**config.mk**
```make
export PLATFORM = sky130hd
export DESIGN_NAME = tic_timer
export DESIGN_NICKNAME = d
export VERILOG_FILES = /design/src/rtl/tic_timer.v
export VERILOG_INCLUDE_DIRS = /design/src /design/src/rtl
export SDC_FILE = /design/constraint.sdc
export NUM_CORES = 1
export LEC_CHECK = 0
export ABC_AREA = 1
export BUFFER_PORTS_ARGS = -buffer_cell sky130_fd_sc_hd__buf_2
export CAP_MARGIN = 40
export CORE_ASPECT_RATIO = 0.75
export CORE_UTILIZATION = 31
export CTS_CLUSTER_SIZE = 16
export DETAILED_ROUTE_END_ITERATION = 16
export HOLD_SLACK_MARGIN = 0.02
export SYNTH_ARGS = -nofsm -noshare
export SYNTH_HDL_FRONTEND = slang
export SYNTH_SLANG_ARGS = --single-unit
```
**constraint.sdc**
```tcl
create_clock -name aclk -period 1.8 [get_ports aclk]
set_input_delay 0.27 -clock aclk [delete_from_list [all_inputs] [get_ports aclk]]
set_output_delay 0.27 -clock aclk [all_outputs]
set_load 0.005 [all_outputs]
```
**src/rtl/tic_consts.vh**
```
// constants for the 16-bit input-capture timer
`ifndef TIC_CONSTS_VH
`define TIC_CONSTS_VH

// ********************************
// register byte addresses
// ********************************
`define TIC_ADDR_COUNT 5'h00
`define TIC_ADDR_CAPTURE 5'h04
`define TIC_ADDR_COMPARE1 5'h08
`define TIC_ADDR_CTRL0 5'h0c
`define TIC_ADDR_CTRL1 5'h10
`define TIC_ADDR_STATUS 5'h14

// ********************************
// first_control_reg fields
// ********************************
`define TIC_C0_RUN 0
`define TIC_C0_CLK_LO 1
`define TIC_C0_CLK_HI 2
`define TIC_C0_EDGE_LO 3
`define TIC_C0_EDGE_HI 4
`define TIC_C0_MASK 32'h0000_001f

// ********************************
// second_control_reg fields
// ********************************
`define TIC_C1_FILT_LO 0
`define TIC_C1_FILT_HI 1
`define TIC_C1_FILT_EN 2
`define TIC_C1_MODE 3
`define TIC_C1_COMPARE_CLEAR_BIT 4
`define TIC_C1_OCFG_LO 5
`define TIC_C1_OCFG_HI 8
`define TIC_C1_MASK 32'h0000_01ff

// ********************************
// status fields (write 1 to clear)
// ********************************
`define TIC_ST_CAP 0
`define TIC_ST_OVF 1

// ********************************
// encodings and counts
// ********************************
`define TIC_CLK_F1 2'h0
`define TIC_CLK_F8 2'h1
`define TIC_CLK_F32 2'h2
`define TIC_EDGE_RISE 2'h0
`define TIC_EDGE_FALL 2'h1
`define TIC_EDGE_BOTH 2'h2
`define TIC_DIV8_LAST 3'h7
`define TIC_DIV32_LAST 5'h1f
`define TIC_COUNT_MAX 16'hffff
`define TIC_COUNT_ZERO 16'h0000
`define TIC_FILT_FULL 2'h2
`define TIC_RESP_OKAY 2'h0
`define TIC_RESP_SLVERR 2'h2
`define TIC_ZERO32 32'h0000_0000

`endif

```
**src/rtl/tic_timer.v**
```verilog
// 16-bit input-capture timer with axi4-lite register slave
//
// Added by the designer: register access over AXI4-Lite and the register offsets.
`timescale 1ns/1ps
`default_nettype none
`include "tic_consts.vh"

// register map, byte addresses: 0x00 count, 0x04 capture, 0x08 compare-1,
// 0x0c first control, 0x10 second control, 0x14 status (write 1 to clear)
// limitation: the compare waveform is not built, compare settings are stored only

module tic_timer (
    input wire aclk,
    input wire aresetn,
    input wire [4:0] s_axi_awaddr,
    input wire s_axi_awvalid,
    output reg s_axi_awready,
    input wire [31:0] s_axi_wdata,
    input wire [3:0] s_axi_wstrb,
    input wire s_axi_wvalid,
    output reg s_axi_wready,
    output reg [1:0] s_axi_bresp,
    output reg s_axi_bvalid,
    input wire s_axi_bready,
    input wire [4:0] s_axi_araddr,
    input wire s_axi_arvalid,
    output reg s_axi_arready,
    output reg [31:0] s_axi_rdata,
    output reg [1:0] s_axi_rresp,
    output reg s_axi_rvalid,
    input wire s_axi_rready,
    input wire measured_pulse_in,
    output reg capture_irq_pulse,
    output reg overflow_irq_pulse,
    output reg compare_output_oe
);

// ********************************
// registers
// ********************************
reg [15:0] timer_count_reg;
reg [15:0] capture_value_reg;
reg [15:0] compare1_value_reg;
reg [31:0] first_control_reg;
reg [31:0] second_control_reg;
reg [1:0] status_reg;
reg [4:0] prescale_reg;
reg [4:0] fprescale_reg;
reg pin_sync1_reg;
reg pin_sync2_reg;
reg [1:0] match_cnt_reg;
reg filt_level_reg;
reg filt_prev_reg;
reg [4:0] aw_addr_reg;
reg aw_held_reg;
reg [31:0] w_data_reg;
reg [3:0] w_strb_reg;
reg w_held_reg;

wire count_run_bit = first_control_reg[`TIC_C0_RUN];
wire [1:0] clk_sel = first_control_reg[`TIC_C0_CLK_HI:`TIC_C0_CLK_LO];
wire [1:0] edge_polarity_sel = first_control_reg[`TIC_C0_EDGE_HI:`TIC_C0_EDGE_LO];
wire [1:0] filter_clock_sel = second_control_reg[`TIC_C1_FILT_HI:`TIC_C1_FILT_LO];
wire filter_en = second_control_reg[`TIC_C1_FILT_EN];
wire mode_select_bit = second_control_reg[`TIC_C1_MODE];

// tick generation; f1 ticks every aclk, shared by counter and filter
function tick_of;
    input [1:0] sel;
    input [4:0] pre;
    begin
        case (sel)
            `TIC_CLK_F1: tick_of = 1'b1;
            `TIC_CLK_F8: tick_of = (pre[2:0] == `TIC_DIV8_LAST);
            `TIC_CLK_F32: tick_of = (pre == `TIC_DIV32_LAST);
            default: tick_of = 1'b1;
        endcase
    end
endfunction

// write merge with byte strobes
function [31:0] merge;
    input [31:0] old;
    input [31:0] data;
    input [3:0] strb;
    integer i;
    begin
        merge = old;
        for (i = 0; i < 4; i = i + 1) begin
            if (strb[i]) begin
                merge[i*8 +: 8] = data[i*8 +: 8];
            end
        end
    end
endfunction

wire count_tick = tick_of(clk_sel, prescale_reg);
wire filt_tick = tick_of(filter_clock_sel, fprescale_reg);

// ********************************
// input filter and edge detect
// ********************************
// sync2 only is read by logic; sync1 feeds sync2 alone to keep metastability out
wire in_level = filter_en ? filt_level_reg : pin_sync2_reg;
wire rise = in_level & ~filt_prev_reg;
wire fall = ~in_level & filt_prev_reg;
reg valid_edge;
always @* begin
    case (edge_polarity_sel)
        `TIC_EDGE_RISE: valid_edge = rise;
        `TIC_EDGE_FALL: valid_edge = fall;
        `TIC_EDGE_BOTH: valid_edge = rise | fall;
        default: valid_edge = 1'b0;
    endcase
end
// capture only while counting in capture mode
wire capture_hit = valid_edge & count_run_bit & ~mode_select_bit;
// overflow fires on the tick that takes the count from its maximum back to zero
wire overflow_hit = count_run_bit & count_tick & (timer_count_reg == `TIC_COUNT_MAX);

// ********************************
// bus decode
// ********************************
// a write commits only once both halves are held; committing on the raw
// valids would apply a status clear again on every cycle of a stalled write
wire [4:0] wr_addr = aw_held_reg ? aw_addr_reg : s_axi_awaddr;
wire [31:0] wr_data = w_held_reg ? w_data_reg : s_axi_wdata;
wire [3:0] wr_strb = w_held_reg ? w_strb_reg : s_axi_wstrb;
wire wr_fire = aw_held_reg & w_held_reg & ~s_axi_bvalid;
wire wr_ctrl0 = wr_fire & (wr_addr == `TIC_ADDR_CTRL0);
wire wr_ctrl1 = wr_fire & (wr_addr == `TIC_ADDR_CTRL1);
wire wr_cmp1 = wr_fire & (wr_addr == `TIC_ADDR_COMPARE1);
wire wr_stat = wr_fire & (wr_addr == `TIC_ADDR_STATUS);
wire wr_known = wr_ctrl0 | wr_ctrl1 | wr_cmp1 | wr_stat | (wr_addr == `TIC_ADDR_COUNT) |
    (wr_addr == `TIC_ADDR_CAPTURE);
wire [31:0] ctrl0_new = merge(first_control_reg, wr_data, wr_strb) & `TIC_C0_MASK;
wire [31:0] ctrl1_new = merge(second_control_reg, wr_data, wr_strb) & `TIC_C1_MASK;
wire [31:0] cmp1_new = merge({16'h0000, compare1_value_reg}, wr_data, wr_strb);

reg [31:0] rd_data;
reg rd_ok;
always @* begin
    rd_ok = 1'b1;
    case (s_axi_araddr)
        `TIC_ADDR_COUNT: rd_data = {16'h0000, timer_count_reg};
        `TIC_ADDR_CAPTURE: rd_data = {16'h0000, capture_value_reg};
        `TIC_ADDR_COMPARE1: rd_data = {16'h0000, compare1_value_reg};
        `TIC_ADDR_CTRL0: rd_data = first_control_reg;
        `TIC_ADDR_CTRL1: rd_data = second_control_reg;
        `TIC_ADDR_STATUS: rd_data = {30'h0000_0000, status_reg};
        default: begin
            rd_data = `TIC_ZERO32;
            rd_ok = 1'b0;
        end
    endcase
end

// ********************************
// sequential logic
// ********************************
always @(posedge aclk) begin
    if (!aresetn) begin
        timer_count_reg <= `TIC_COUNT_ZERO;
        capture_value_reg <= `TIC_COUNT_ZERO;
        compare1_value_reg <= `TIC_COUNT_ZERO;
        first_control_reg <= `TIC_ZERO32;
        second_control_reg <= `TIC_ZERO32;
        status_reg <= 2'h0;
        prescale_reg <= 5'h00;
        fprescale_reg <= 5'h00;
        pin_sync1_reg <= 1'b0;
        pin_sync2_reg <= 1'b0;
        match_cnt_reg <= 2'h0;
        filt_level_reg <= 1'b0;
        filt_prev_reg <= 1'b0;
        aw_addr_reg <= 5'h00;
        aw_held_reg <= 1'b0;
        w_data_reg <= `TIC_ZERO32;
        w_strb_reg <= 4'h0;
        w_held_reg <= 1'b0;
        s_axi_awready <= 1'b0;
        s_axi_wready <= 1'b0;
        s_axi_bvalid <= 1'b0;
        s_axi_bresp <= `TIC_RESP_OKAY;
        s_axi_arready <= 1'b0;
        s_axi_rvalid <= 1'b0;
        s_axi_rresp <= `TIC_RESP_OKAY;
        s_axi_rdata <= `TIC_ZERO32;
        capture_irq_pulse <= 1'b0;
        overflow_irq_pulse <= 1'b0;
        compare_output_oe <= 1'b0;
    end else begin
        prescale_reg <= prescale_reg + 5'h01;
        fprescale_reg <= fprescale_reg + 5'h01;
        pin_sync1_reg <= measured_pulse_in;
        pin_sync2_reg <= pin_sync1_reg;
        // three equal samples in a row settle the filtered level; while the
        // filter is off it shadows the pin, so enabling it raises no false edge
        if (!filter_en) begin
            filt_level_reg <= pin_sync2_reg;
            match_cnt_reg <= 2'h0;
        end else if (filt_tick) begin
            if (pin_sync2_reg == filt_level_reg) begin
                match_cnt_reg <= 2'h0;
            end else if (match_cnt_reg == `TIC_FILT_FULL) begin
                filt_level_reg <= pin_sync2_reg;
                match_cnt_reg <= 2'h0;
            end else begin
                match_cnt_reg <= match_cnt_reg + 2'h1;
            end
        end
        filt_prev_reg <= in_level;

        // counter; stop clears it, overflow wraps to zero
        if (!count_run_bit) begin
            timer_count_reg <= `TIC_COUNT_ZERO;
        end else if (count_tick) begin
            timer_count_reg <= timer_count_reg + 16'h0001;
        end
        if (capture_hit) begin
            capture_value_reg <= timer_count_reg;
        end
        capture_irq_pulse <= capture_hit;
        overflow_irq_pulse <= overflow_hit;
        // output-compare waveform not built; pins stay with the port logic
        compare_output_oe <= 1'b0;

        // ********************************
        // sticky status
        // ********************************
        // set wins over write-1-clear so an event in the clear cycle is kept
        status_reg[`TIC_ST_CAP] <= capture_hit |
            (status_reg[`TIC_ST_CAP] & ~(wr_stat & wr_strb[0] & wr_data[`TIC_ST_CAP]));
        status_reg[`TIC_ST_OVF] <= overflow_hit |
            (status_reg[`TIC_ST_OVF] & ~(wr_stat & wr_strb[0] & wr_data[`TIC_ST_OVF]));

        // ********************************
        // register bus
        // ********************************
        // write channel capture, either order; readies toggle while idle,
        // so a master must hold its valids until the handshake
        s_axi_awready <= ~aw_held_reg & ~s_axi_awready & ~s_axi_bvalid;
        s_axi_wready <= ~w_held_reg & ~s_axi_wready & ~s_axi_bvalid;
        if (s_axi_awvalid & s_axi_awready) begin
            aw_held_reg <= 1'b1;
            aw_addr_reg <= s_axi_awaddr;
            s_axi_awready <= 1'b0;
        end
        if (s_axi_wvalid & s_axi_wready) begin
            w_held_reg <= 1'b1;
            w_data_reg <= s_axi_wdata;
            w_strb_reg <= s_axi_wstrb;
            s_axi_wready <= 1'b0;
        end
        if (wr_fire) begin
            aw_held_reg <= 1'b0;
            w_held_reg <= 1'b0;
            s_axi_bvalid <= 1'b1;
            s_axi_bresp <= wr_known ? `TIC_RESP_OKAY : `TIC_RESP_SLVERR;
            if (wr_ctrl0) begin
                first_control_reg <= ctrl0_new;
            end
            if (wr_ctrl1) begin
                second_control_reg <= ctrl1_new;
            end
            // count and capture accept no writes in any mode; such a write is answered okay and dropped
            if (wr_cmp1) begin
                compare1_value_reg <= cmp1_new[15:0];
            end
        end
        if (s_axi_bvalid & s_axi_bready) begin
            s_axi_bvalid <= 1'b0;
        end

        // read channel; read data follows araddr live, so araddr must stand until arready
        s_axi_arready <= ~s_axi_arready & ~s_axi_rvalid & s_axi_arvalid;
        if (s_axi_arvalid & s_axi_arready) begin
            s_axi_rvalid <= 1'b1;
            s_axi_rdata <= rd_data;
            s_axi_rresp <= rd_ok ? `TIC_RESP_OKAY : `TIC_RESP_SLVERR;
        end
        if (s_axi_rvalid & s_axi_rready) begin
            s_axi_rvalid <= 1'b0;
        end
    end
end

endmodule
`default_nettype wire

```
==> results.md <==
* Synth Instances at 858
* CTS H-tree lvls at 4
* Final HPWL DP at around 11,000 um
* # fillers at 2,043
* CTS root buf: clkbuf_16
* Pwr dens at roughly 900 nW/um^2
* Nature of the critical path startpoint: register
* Die area at a little over 20,000 sq um
* Vias per Instance at between 4 and 5
* Gpl congestion at between 0.8 and 0.9
* Initial antenna violation count at 1
* P_sw at 1.64 mW
* TritonCTS clock tree: yes
* Row cnt at 44
* WL final at 15,800 um
* Worst vdd ir at roughly 0.53 mV
* Worst slew margin at 0.669
* Area leader, netlist: dfxtp_1
* Fmax at about 0.56 GHz
* Die Span X at around 160 um
* Gr ovfl total at 0
* Worst skew pair latency at ~0.42 ns
* DRT iter0 DRCs at 420
* Pwr Total at 6.76 mW
* Clock sink count at 130
* Nets@finish at between 1,000 and 1,500
* HP Class: input port to register
* Worst EP required at roughly 2.2 ns
* Clk buf depth at 2
* Status: completed
* Fin crit period at about 1.8 ns
* YS warnings at 0
* Register area share after synthesis at 0.426
* Vias in the first global route at ~5,100
* DRC Markers at 0
* Buffers on Ports at 60
* Period utilisation layout at 0.994
* Hold Vio Cnt, Final at 0
* Final Skew at approximately 0.010 ns
* Die extent in y at about 120 um
* Internal power at between 5 and 6 mW
* CP arrival at roughly 2.2 ns
* Pins Over Slew Limit at 0
* Drt pass-1 iters at 5
* Switch share at 0.243
* Share of cells above drive strength 1 at 0.196
* Worst setup EP type: register
* Library cells used by synthesis at ~40
* Placeable Area at 19,300 sq um
* Via count at 5,658
* Leak Pwr at around 3.2 nW
* DR WL/cell at approximately 13 um
* Max-cap violations at 0
* IO Pins at between 90 and 100
* Critical-path maximum fanout at 7
* Flop pwr share at 0.442
* Clock group share of total power at 0.486
* Synth Cell Area at between 6000 and 7000 sq um
* First-pass GRT wire length at 25,600 um
* Setup WS pre-CTS at between 0.007 and 0.008 ns
* Number of diodes at 0
* Synthesis-to-layout area growth at 23.8%
* Endpoints failing setup at 0
* Worst-margin pin slew at roughly 0.5 ns
* GRT Util Overall at 0.164
* Syn Area/Cell at slightly above 7 sq um
* Combinational share of power at 0.072
* Crit path kind: register to register
* Routed Antenna Nets at 0
* Initial Util at 0.316
* Top-area cell type share of the netlist area at 0.426
* Register bit total from synthesis at 130
* CTS buffer count at 17
* Final WS setup at about 0.011 ns
* Top post-synthesis cells by area: dfxtp_1 (43%), nand2_1 (12%), a21oi_1 (6.1%)
* RSZ-0062 raised after global routing: true
* Largest net degree at the start of global routing at 49
* Clk pin slew, worst setup/hold paths at 0.06 ns
metrics by stage:
stage          setup TNS, ns   util  area (sq um)  cells  hold slack (ns)
2_1_floorplan              0      -          6170    876            0.368
3_3_place_gp               0  0.352          6800   1177            0.393
3_5_place_dp               0  0.352          6800   1177            0.401
4_1_cts                    0  0.382          7390   1211           0.0585
5_1_grt               -0.729  0.391          7560   1216           0.0996
6_report                   0  0.391          7560   1216           0.0778
synth_stat cells:
cell type / instances
a211oi_1: 2
a21oi_1: 74
and2_1: 2
buf_1: 3
buf_2: 5
buf_4: 23
buf_6: 2
clkbuf_1: 20
clkinv_2: 1
conb_1: 1
dfxtp_1: 130
ha_1: 13
inv_1: 91
inv_2: 3
inv_4: 1
mux2i_1: 1
nand2_1: 203
nand2_2: 3
nand3_1: 27
nand3_2: 3
nand3_4: 1
nand3b_1: 1
nand4_1: 35
nor2_1: 91
nor2_2: 2
nor2_4: 5
nor2_8: 1
nor3_1: 10
nor3_2: 1
nor3_4: 1
nor3b_1: 2
nor4_1: 2
o211ai_1: 5
o21a_1: 1
o21ai_0: 65
o21ai_1: 21
o21ai_2: 1
o21ai_4: 1
o21bai_1: 1
or2_2: 1
xor2_1: 2
layout by cell type, fill, tap and decap left out, types with 3 or more instances in the layout:
cell type  Yosys  layout
buf_4         23      42
nor2_1        91      88
inv_2          3       3
o21ai_0       65      58
clkbuf_8       0       3
clkinv_2       1       4
o21ai_1       21      27
dfxtp_1      130     125
dfxtp_2        0       5
conb_1         1      19
o211ai_1       5       5
a21oi_1       74      65
nand2_1      203     198
clkbuf_1      20       4
ha_1          13      11
nor2_4         5       6
buf_2          5      60
clkbuf_16      0      18
nand2_2        3       7
nand3_1       27      25
nor2_2         2       4
nand4_1       35      35
a21oi_2        0       9
nor3_1        10       9
inv_1         91      91
nand3_2        3       5
worst paths after layout:
path / slack [ns] / start / depth (start not counted) / to
hold / removal: 0.08 / s_axi_arvalid / 3 / s_axi_arready
setup reg to reg: 0.01 / prescale_reg[1] / 12 / status_reg[1]
hold reg to reg: 0.41 / pin_sync1_reg / 2 / pin_sync2_reg
setup / recovery: 0.01 / prescale_reg[1] / 12 / status_reg[1]
kinds of logic after synthesis:
kind of cell | share of synthesized area
AO/OA/AOI/OAI | 0.146
XOR/XNOR | 0.00287
adder cells (fa/ha/maj) | 0.0267
buffers and inverters | 0.110
flip-flops | 0.426
multiplexers | 0.00164
other | 0.000614
AND/OR/NAND/NOR | 0.286
critical path: stages (launching register included):
cell and delay, ns:
dfxtp_2 0.35, ha_4 0.14, nand2_2 0.04, nor2_2 0.10
ha_2 0.17, nand2_2 0.05, nand3_2 0.06, buf_6 0.12
nand4_1 0.12, nor2_1 0.13, buf_4 0.15, nand4_1 0.18
nand2_1 0.11
cell type report:
| class | instances | area, sq um | share of cell area |
|---|---|---|---|
| Clock buffer | 24 | 482 | 0.0637 |
| Inverter | 96 | 364 | 0.0482 |
| Clock inverter | 8 | 77.6 | 0.0103 |
| Tap cell | 253 | 317 | 0.0419 |
| Multi-Input combinational cell | 597 | 3010 | 0.398 |
| Sequential cell | 130 | 2610 | 0.345 |
| Timing Repair Buffer | 108 | 703 | 0.0930 |
power by group through the flow:
| stage | clock network [mW] | registers (mW) | logic (mW) |
|---|---|---|---|
| 5_1_grt | 3.52 | 3.00 | 0.548 |
| 3_3_place_gp | 0 | 3.05 | 0.470 |
| 6_report | 3.29 | 2.99 | 0.487 |
| 4_1_cts | 3.36 | 2.99 | 0.480 |
| 2_1_floorplan | 0 | 3.04 | 0.337 |
| 3_5_place_dp | 0 | 3.05 | 0.473 |
metal layers:
| metal | vias up | GRT usage | wire length [um] |
|---|---|---|---|
| met4 | 2 | 0.0613 | 228 |
| met2 | 133 | 0.251 | 6720 |
| li1 | 2930 | - | - |
| met3 | 18 | 0.0379 | 808 |
| met5 | - | 0 | 13 |
| met1 | 2575 | 0.224 | 8050 |
timing repair:
| action | 4_1_cts | 5_1_grt |
|---|---|---|
| gates cloned | 0 | 1 |
| hold buffers | 2 | 0 |
| gates resized for setup | 3 | 39 |
| buffers inserted | 0 | 4 |
| endpoints found under the setup margin | 3 | 37 |
| pin swaps | 1 | 8 |
| endpoints found under the hold margin | 2 | 0 |
(Power assumes the default switching activity.)
